### src/rtl/mss_map.svh
`ifndef MSS_MAP_SVH
`define MSS_MAP_SVH
`define MSS_TRIG_SETUP_OFS 8'h02
`define MSS_HOLD_W 8
`define MSS_HOLD_ZERO 8'h00
`define MSS_HOLD_ONE 8'h01
// two samples still ride in the pin synchroniser after the release
`define MSS_SYNC_SETTLE 8'h02
`define MSS_RUN_ZERO 9'h000
`define MSS_RUN_ONE 9'h001
`endif

### src/rtl/mss_pkg.sv
package mss_pkg;
  typedef enum logic [1:0] {
    MSS_IDLE = 2'b00,
    MSS_BUSY = 2'b01,
    MSS_WAIT = 2'b11,
    MSS_HOLD = 2'b10
  } mss_state_e;
endpackage : mss_pkg

### src/rtl/mss_start_sync.sv
`timescale 1ns/10ps
`include "mss_map.svh"
module mss_start_sync (
  // clock and reset
  input wire logic clk,
  input wire logic reset,
  // configuration
  input wire logic busy_en,
  input wire logic start_pol_high,
  input wire logic [`MSS_HOLD_W-1:0] hold_cycles,
  // internal start event from the start timer
  input wire logic start_int,
  // shared start line
  input wire logic start_in,
  output logic start_out,
  output logic start_oe,
  output logic start_weak,
  // status
  output logic all_ready,
  output logic busy
);
  mss_pkg::mss_state_e state_reg, state_next;
  logic [`MSS_HOLD_W-1:0] cnt_reg, cnt_next;
  logic out_reg, out_next;
  logic oe_reg, oe_next;
  logic weak_reg, weak_next;
  logic rdy_reg, rdy_next;
  logic busy_reg, busy_next;
  logic line_s;
  logic line_act;

  ////////////////////////////////////////////////////////////////////////////
  // level compare against the programmed polarity; the pin decode and the
  // checks below must agree on it
  function automatic logic line_is_active(input logic lvl, input logic pol_high);
    line_is_active = (lvl == pol_high);
  endfunction : line_is_active

  function automatic logic [`MSS_HOLD_W-1:0] count_down(input logic [`MSS_HOLD_W-1:0] v);
    count_down = v - `MSS_HOLD_ONE;
  endfunction : count_down

  ////////////////////////////////////////////////////////////////////////////
  // pin enters through two flops before anything looks at it
  mss_sync2 u_sync (
    .clk(clk),
    .reset(reset),
    .d(start_in),
    .q(line_s)
  );

  assign line_act = line_is_active(line_s, start_pol_high);

  ////////////////////////////////////////////////////////////////////////////
  always_comb begin
    state_next = state_reg;
    cnt_next = cnt_reg;
    rdy_next = 1'b0;
    case (state_reg)
      mss_pkg::MSS_IDLE: begin
        if (busy_en) state_next = mss_pkg::MSS_BUSY;
      end
      mss_pkg::MSS_BUSY: begin
        if (!busy_en) state_next = mss_pkg::MSS_IDLE;
        else if (start_int) begin
          // the synchroniser still holds the line from before the release
          state_next = mss_pkg::MSS_WAIT;
          cnt_next = `MSS_SYNC_SETTLE;
        end
      end
      mss_pkg::MSS_WAIT: begin
        if (!busy_en) begin
          state_next = mss_pkg::MSS_IDLE;
        end else if (cnt_reg != `MSS_HOLD_ZERO) begin
          // samples taken before our own release must not count as ready
          cnt_next = count_down(cnt_reg);
        end else if (line_act) begin
          // line only reads active once every member let go
          state_next = mss_pkg::MSS_HOLD;
          cnt_next = hold_cycles;
          rdy_next = 1'b1;
        end
      end
      mss_pkg::MSS_HOLD: begin
        // zero extension still gives one strong active cycle
        if (cnt_reg == `MSS_HOLD_ZERO) state_next = mss_pkg::MSS_BUSY;
        else cnt_next = count_down(cnt_reg);
      end
      default: state_next = mss_pkg::MSS_IDLE;
    endcase
  end

  // pin outputs registered from the next state, so they follow state at once
  always_comb begin
    oe_next = 1'b0;
    weak_next = 1'b0;
    out_next = ~start_pol_high;
    busy_next = 1'b0;
    case (state_next)
      mss_pkg::MSS_BUSY: begin
        oe_next = 1'b1;
        busy_next = 1'b1;
      end
      mss_pkg::MSS_WAIT: begin
        weak_next = 1'b1;
        out_next = start_pol_high;
      end
      mss_pkg::MSS_HOLD: begin
        oe_next = 1'b1;
        out_next = start_pol_high;
      end
      default: begin
        oe_next = 1'b0;
      end
    endcase
  end

  always_ff @(posedge clk) begin
    if (reset) begin
      state_reg <= mss_pkg::MSS_IDLE;
      cnt_reg <= `MSS_HOLD_ZERO;
      out_reg <= 1'b0;
      oe_reg <= 1'b0;
      weak_reg <= 1'b0;
      rdy_reg <= 1'b0;
      busy_reg <= 1'b0;
    end else begin
      state_reg <= state_next;
      cnt_reg <= cnt_next;
      out_reg <= out_next;
      oe_reg <= oe_next;
      weak_reg <= weak_next;
      rdy_reg <= rdy_next;
      busy_reg <= busy_next;
    end
  end

  assign start_out = out_reg;
  assign start_oe = oe_reg;
  assign start_weak = weak_reg;
  assign all_ready = rdy_reg;
  assign busy = busy_reg;

  ////////////////////////////////////////////////////////////////////////////
  // checker helpers: length of each strong active burst on the pin, and the
  // length that the extension count loaded at its start calls for
  logic [`MSS_HOLD_W:0] run_reg, run_next;
  logic [`MSS_HOLD_W:0] want_reg, want_next;
  logic strong_act;

  assign strong_act = start_oe && line_is_active(start_out, start_pol_high);

  always_comb begin
    run_next = `MSS_RUN_ZERO;
    want_next = want_reg;
    if (strong_act) begin
      run_next = run_reg + `MSS_RUN_ONE;
    end
    if (all_ready) begin
      want_next = {1'b0, cnt_reg} + `MSS_RUN_ONE;
    end
  end

  always_ff @(posedge clk) begin
    if (reset) begin
      run_reg <= `MSS_RUN_ZERO;
      want_reg <= `MSS_RUN_ZERO;
    end else begin
      run_reg <= run_next;
      want_reg <= want_next;
    end
  end

  ////////////////////////////////////////////////////////////////////////////
  AST_IDLE_WHEN_DISABLED: assert property (@(posedge clk) disable iff (reset)
    !busy_en && state_reg != mss_pkg::MSS_HOLD |=> !start_oe && !start_weak)
    else $error("line driven while sync disabled");
  AST_BUSY_INACTIVE: assert property (@(posedge clk) disable iff (reset)
    busy |-> start_oe && (start_out == ~start_pol_high) && !start_weak)
    else $error("busy without strong inactive drive");
  AST_START_RELEASES: assert property (@(posedge clk) disable iff (reset)
    busy && busy_en && start_int |=> !start_oe && start_weak && start_out == start_pol_high)
    else $error("start signal did not release line");
  AST_READY_HOLD: assert property (@(posedge clk) disable iff (reset)
    all_ready |-> start_oe && start_out == start_pol_high && !start_weak)
    else $error("all ready without strong active drive");
  AST_HOLD_LEN: assert property (@(posedge clk) disable iff (reset)
    all_ready && $stable(start_pol_high) && cnt_reg == `MSS_HOLD_ZERO |=> busy)
    else $error("zero extension not a single cycle");
  AST_BACK_TO_BUSY: assert property (@(posedge clk) disable iff (reset)
    state_reg == mss_pkg::MSS_HOLD && cnt_reg == `MSS_HOLD_ZERO |=> busy && start_oe)
    else $error("no return to busy after hold");
  AST_WAIT_NO_STRONG: assert property (@(posedge clk) disable iff (reset)
    start_weak |-> !start_oe)
    else $error("weak and strong drive together");
  AST_RDY_CAUSE: assert property (@(posedge clk) disable iff (reset)
    all_ready |-> $past(state_reg) == mss_pkg::MSS_WAIT && $past(line_act))
    else $error("ready without active line");

  // a member just back from its burst still sees its own active level in
  // the synchroniser; readiness may only count after that has flushed out
  AST_NO_STALE_READY: assert property (@(posedge clk) disable iff (reset)
    $rose(start_weak) |=> !all_ready ##1 !all_ready)
    else $error("ready taken from a stale line sample");
  AST_HOLD_STRONG: assert property (@(posedge clk) disable iff (reset)
    state_reg == mss_pkg::MSS_HOLD
    |-> start_oe && !start_weak && line_is_active(start_out, start_pol_high))
    else $error("hold state without strong active drive");
  AST_LOAD_HOLD: assert property (@(posedge clk) disable iff (reset)
    all_ready |-> cnt_reg == $past(hold_cycles))
    else $error("extension count not taken at ready");
  AST_WEAK_ACTIVE: assert property (@(posedge clk) disable iff (reset)
    start_weak |-> line_is_active(start_out, start_pol_high))
    else $error("weak drive not at active level");
  AST_START_IGNORED: assert property (@(posedge clk) disable iff (reset)
    start_int && !busy && !start_weak |=> !start_weak)
    else $error("start signal acted on outside busy");
  AST_BURST_LEN: assert property (@(posedge clk) disable iff (reset)
    $rose(busy) && $past(start_oe) |-> run_reg == want_reg)
    else $error("strong active burst of wrong length");

  COV_RELEASE: cover property (@(posedge clk) disable iff (reset) busy ##1 start_weak);
  COV_ALL_READY: cover property (@(posedge clk) disable iff (reset) start_weak ##1 all_ready);
  COV_FULL: cover property (@(posedge clk) disable iff (reset)
    all_ready ##[1:300] busy);
  COV_DISABLE_WAIT: cover property (@(posedge clk) disable iff (reset)
    (start_weak && !busy_en) ##1 !start_weak);
  COV_LONG_HOLD: cover property (@(posedge clk) disable iff (reset)
    all_ready ##1 (start_oe && !busy));
endmodule : mss_start_sync

### src/rtl/mss_sync2.sv
`timescale 1ns/10ps
module mss_sync2 (
  // clock and reset
  input wire logic clk,
  input wire logic reset,
  // level in and out
  input wire logic d,
  output logic q
);
  logic s1_reg;
  logic s1_next;
  logic q_reg;
  logic q_next;

  always_comb begin
    s1_next = d;
    q_next = s1_reg;
  end

  always_ff @(posedge clk) begin
    if (reset) begin
      s1_reg <= 1'b0;
      q_reg <= 1'b0;
    end else begin
      s1_reg <= s1_next;
      q_reg <= q_next;
    end
  end

  assign q = q_reg;
endmodule : mss_sync2
### config.mk
export PLATFORM = sky130hd
export DESIGN_NAME = mss_start_sync
export DESIGN_NICKNAME = d
export VERILOG_FILES = /design/src/rtl/mss_pkg.sv /design/src/rtl/mss_start_sync.sv /design/src/rtl/mss_sync2.sv
export VERILOG_INCLUDE_DIRS = /design/src /design/src/rtl
export SDC_FILE = /design/constraint.sdc
export NUM_CORES = 1
export LEC_CHECK = 0
export ABC_AREA = 1
export BUFFER_PORTS_ARGS = -buffer_cell sky130_fd_sc_hd__buf_2
export CAP_MARGIN = 40
export CORE_UTILIZATION = 38
export CTS_CLUSTER_DIAMETER = 120
export DETAILED_ROUTE_END_ITERATION = 8
export SLEW_MARGIN = 20
export SYNTH_ARGS = -nofsm -noshare
export SYNTH_HDL_FRONTEND = slang
export SYNTH_HIERARCHICAL = 1
export SYNTH_SLANG_ARGS = --single-unit
### constraint.sdc
create_clock -name clk -period 2.2 [get_ports clk]
set_input_delay 0.11 -clock clk [delete_from_list [all_inputs] [get_ports clk]]
set_output_delay 0.11 -clock clk [all_outputs]
set_load 0.05 [all_outputs]
Word level (Yosys, flattened, before mapping)
Cells that the tools add are included.
{ "word_totals": {"register_bits": 17, "input_bits": 14, "output_inout_bits": 5, "elab_cells": 53} }
{ "classes": {"add_sub_neg": 1, "n_eq_ne": 12, "n_mux": 20, "bitwise_logic": 3, "n_reduce_logical": 8} }
{ "ops": {"columns": ["op", "n"], "rows": [
  ["8-bit two-way mux", 6],
  ["8-bit case mux with 3 select lines", 1],
  ["2-bit two-way mux", 7],
  ["2-bit == test (second input constant)", 4],
  ["8-bit zero test", 1],
  ["2-bit inequality test (second input constant)", 4],
  ["2-bit case mux with 4 select lines", 1],
  ["8-bit nonzero test", 1],
  ["8-bit by 1-bit subtractor with 8-bit output (second input constant)", 1],
  ["6-bit AND reduction", 1],
  ["1-bit two-way mux", 5],
  ["2-bit by 1-bit == test with 1-bit output (second input constant)", 2],
  ["2-bit OR reduction", 2],
  ["4-bit OR reduction", 1],
  ["3-bit inequality test (second input constant)", 1],
  ["1-bit NOT", 3],
  ["3-bit nonzero test", 1],
  ["2-bit zero test", 1],
  ["1-bit == test", 1]
]} }

Logic depth before layout (Yosys ltp)
{ "logic_depth": {"depth_word": 8, "ltp_mapped": 13, "mapped_depth_nobuf": 13} }

Hierarchy
The synthesis kept the hierarchy.
{ "modules_own_cells": {"columns": ["mod", "n_inst", "cells_each", "area_per_inst_um2", "seq_area_each_um2"], "rows": [
  ["mss_start_sync", 1, 147, 974.7, 300.3],
  ["mss_sync2", 1, 6, 55.1, 40.0]
]} }

Worst setup path before layout
Ideal clock, no wire load.
{ "synth_path": {"path_type": "register to register", "startpoint": "register cnt_reg[0]", "endpoint": "register out_reg, in the netlist start_out", "setup_time_ns": 0.115, "arrival_time_ns": 1.538, "required_ns": 2.085, "slack_ns": 0.547, "stages_incl_launch_ff": 14, "path_buffers": 1, "synth_period_minus_slack_ns": 1.653, "cell_sequence": "dfxtp_1 inv_1 ha_1 nand3_2 nor2_4 buf_6 nand2_4 nand3_4 inv_1 ha_1 inv_1 nand3_2 nand2_1 nor2_1"} }
{ "synth_between": {"elab_chain_cells": 7, "word_cells_on_any_way": 10, "cone_classes": "2 x eq/ne; 5 x mux; 3 x reduce/logical"} }
{ "synth_lines": {"columns": ["element", "line_no", "text"], "rows": [
  ["start, declared", "mss_start_sync.sv:23", "logic [`MSS_HOLD_W-1:0] cnt_reg, cnt_next;"],
  ["start signal, assigned", "mss_start_sync.sv:121", "cnt_reg <= `MSS_HOLD_ZERO;"],
  ["start signal, assigned", "mss_start_sync.sv:129", "cnt_reg <= cnt_next;"],
  ["8-bit nonzero test (no line)", null, null],
  ["2-bit two-way mux", "mss_start_sync.sv:74", "end else if (cnt_reg != `MSS_HOLD_ZERO) begin"],
  ["2-bit two-way mux", "mss_start_sync.sv:72", "if (!busy_en) begin"],
  ["2-bit case mux with 4 select lines *", "mss_start_sync.sv:59", "case (state_reg)"],
  ["2-bit == test", "mss_start_sync.sv:99", "case (state_next)"],
  ["2-bit OR reduction (no line) *", null, null],
  ["1-bit two-way mux *", "mss_start_sync.sv:99", null],
  ["end signal, assigned", "mss_start_sync.sv:130", "out_reg <= out_next;"],
  ["end, declared", "mss_start_sync.sv:24", "logic out_reg, out_next;"]
]} }
Mark *: on every way between the ends. The rest lies on a longest branch, timed or not.
A chain may end at the register's enable or synchronous reset.

Worst setup path in the final report
{ "layout_path": {"startpoint": "register cnt_reg[0]", "endpoint": "register out_reg, in the netlist start_out"} }
{ "layout_between": {"elab_chain_cells": 7, "word_cells_on_any_way": 10, "cone_classes": "2 x eq/ne; 5 x mux; 3 x reduce/logical"} }
{ "layout_lines": {"columns": ["element", "line_no", "text"], "rows": [
  ["8-bit nonzero test (no line)", null, null],
  ["2-bit two-way mux", "mss_start_sync.sv:74", null],
  ["2-bit two-way mux", "mss_start_sync.sv:72", null],
  ["2-bit case mux with 4 select lines *", "mss_start_sync.sv:59", null],
  ["net state_next[1]", "mss_start_sync.sv:22", "mss_pkg::mss_state_e state_reg, state_next;"],
  ["2-bit == test", "mss_start_sync.sv:99", null],
  ["2-bit OR reduction (no line) *", null, null],
  ["1-bit two-way mux *", "mss_start_sync.sv:99", null]
]} }
The timed path passes the listed nets; every way through them passes the cells marked *.

==> metrics.csv <==
metric,value,unit
status,completed,
critical path depth in cells,10,
post-DR wirelength/cell,10.6,µm
Setup crit end,start_out,
I/O pins,19,
area taken by multi-input logic gates,563,µm²
GP Congestion,0.808,
Min Hold Slack,0.00817,ns
Residual DRC,0,
worst hold stages,3,
fin crit share,84.9,%
fin nets,192,
"Avg Cell Area, Syn",6.73,µm²
Yosys warning count,6,
FF-to-FF Start,cnt_reg[0],
fin crit period,1.87,ns
clk slew on worst S/H paths,0.11,ns
Initial Util,40.8,%
maximum clock path buffer count,2,
post-cts sizing count,0,
vias in the first global route,875,
setup bufs post-CTS,0,
Final Hold Vio Count,0,
crit-path cells,inv_1 > ha_1 > nand3_2 > nor2_4 > o22ai_2 > ha_1 > inv_1 > nand3_2 > nand2_1 > nor2_1,
flip-flop and latch area,340,µm²
clk sinks,17,
Final Util,46.5,%
H-tree depth,1,
R2R Setup Slk,0.33,ns
crit-path max FO,12,
Final Setup Violations,0,
fmax,535,MHz
layout cells sized above 1,21.3,%
CTS tree,built,
total placed cells including tap cells,200,
total wire length,2160,µm
Final WS setup,0.332,ns
GRT Util Overall,18.2,%
total gr overflow,0,
die area,0.00292,mm²
drt pass-1 iters,4,
CTS buffer count,3,
DIE WIDTH,54.1,µm
CP Capture Type,register,
max-cap viol count,0,
final std cells w/o fill,204,
fin area,0.00117,mm²
leak pwr,0.622,nW
Fin Setup TNS,0,ns
DP Area,0.00115,mm²
Syn-to-layout area delta,14.0,%
RSZ-0062 raised after global routing,false,
Detail Route Antenna Nets,0,
largest net degree at the start of global routing,13,
register area share after synthesis,33.0,%
reg2reg path depth,10,
Rel. slew slack,77.1,%
initial antenna violation count,0,
Worst Setup Path Type,reg -> reg,
WP data required,2.40,ns
reg2reg end,start_out,
Via density,4.76,
Gate Count Post-Synth,153,
Port Buffers,18,
# diodes,0,
cts hold-fix bufs,0,
Die H,54.1,µm
Slew Limit Fails,0,
DR iter-0 viols,16,
core footprint,0.00252,mm²
CTS root buf,clkbuf_4,
Netlist cell types,25,
pre-CTS setup slack,0.367,ns
max incr delay on CP,0.33,ns
Cell Pwr Density,581,mW/mm²
crit path DAT,2.07,ns
synthesized flop and latch total,17,
hpwl dp,1690,µm
max FFs per register,8,
type of origin of the critical path,register,
std cell rows,18,
Synth Cell Area,0.00103,mm²
CP Buf/Inv Count,2,
Clock Skew,0.00497,ns
"delay-heaviest family, CP",simple AND/OR/NAND/NOR gates,
Hold Path Class,in -> reg,
CP startpoint,cnt_reg[0],
total power draw,682,µW
Mapped Nets,170,
Clock Latency Late Sink,0.30,ns
Filler Cell Count,270,
CP max stage cell,dfxtp_1,
VDD IR max,0.359,mV
first-pass GRT wire length,3780,µm
routed vias,971,
Least-Margin Pin Slew,0.343,ns
[Yosys cell counts]
library cell	number	area (µm²)
a21oi_1	4	20.0
a21oi_2	1	8.76
buf_6	1	11.3
dfxtp_1	17	340
ha_1	3	37.5
inv_1	29	109
inv_4	1	6.26
nand2_1	26	97.6
nand2_2	4	25.0
nand2_4	2	22.5
nand3_1	7	35.0
nand3_2	2	20.0
nand3_4	1	17.5
nand4_1	1	6.26
nand4_2	1	12.5
nor2_1	30	113
nor2_2	1	6.26
nor2_4	1	11.3
nor3_1	2	10.0
nor4_1	1	6.26
o21ai_0	9	45.0
o21ai_1	3	15.0
o22ai_1	1	6.26
o22ai_2	1	12.5
xor2_1	4	35.0
[cell type report]
class / count / area share, %
tap: 30 / 3.20
sequential: 17 / 29.0
inverter: 30 / 9.81
clock buffer: 3 / 1.92
clock inverter: 1 / 0.426
multi-input combinational: 105 / 48.0
timing repair buffer: 18 / 7.68
[how the worst min path moves through the flow]
stage / endpoint / slack [ns] / start
detailed placement: u_sync/q_next / 0.33 / start_in
floorplan: cnt_reg[2] / 0.17 / reset
CTS: u_sync/q_next / 0.002 / start_in
global placement: u_sync/q_next / 0.31 / start_in
global route: u_sync/q_next / 0.006 / start_in
finish: u_sync/q_next / 0.008 / start_in
[cells by family after synthesis]
family / count (synthesis) / share of synthesized area, %
AND/OR/NAND/NOR: 79 / 37.2
adder cells (fa/ha/maj): 3 / 3.65
AO/OA/AOI/OAI: 19 / 10.4
buffers and inverters: 31 / 12.3
flip-flops: 17 / 33.1
XOR/XNOR: 4 / 3.40
[layer usage]
metal,GRT usage [%],vias up,part of all wire (%)
li1,-,515,-
met1,24.1,440,51
met2,27.8,11,44
met3,3.67,5,2.7
met4,8.97,0,2.0
met5,0,-,0
[where the power goes]
part           internal (mW)  switching (mW)  total [mW]
Sequential             0.323         0.00767       0.330
Combinational         0.0579           0.117       0.174
Clock                 0.0678           0.109       0.177
Total                  0.448           0.233       0.682
[worst register-to-register path, stage by stage (launching register included)]
cell and delay [ns]:
dfxtp_1 0.33, inv_1 0.09, ha_1 0.25, nand3_2 0.11, nor2_4 0.30, o22ai_2 0.20, ha_1 0.24, inv_1 0.08
nand3_2 0.07, nand2_1 0.05, nor2_1 0.04
[placed cells by master, fill, tap and decap left out, types with 2 or more instances in the layout]
| cell | synthesis | final |
|---|---|---|
| a21oi_1 | 4 | 4 |
| buf_2 | 0 | 18 |
| clkbuf_4 | 0 | 3 |
| dfxtp_1 | 17 | 17 |
| ha_1 | 3 | 3 |
| inv_1 | 29 | 29 |
| nand2_1 | 26 | 26 |
| nand2_2 | 4 | 4 |
| nand2_4 | 2 | 2 |
| nand3_1 | 7 | 7 |
| nand3_2 | 2 | 2 |
| nor2_1 | 30 | 30 |
| nor3_1 | 2 | 2 |
| o21ai_0 | 9 | 9 |
| o21ai_1 | 3 | 3 |
| xor2_1 | 4 | 4 |
Note: power is estimated with default switching activity, not from simulation.
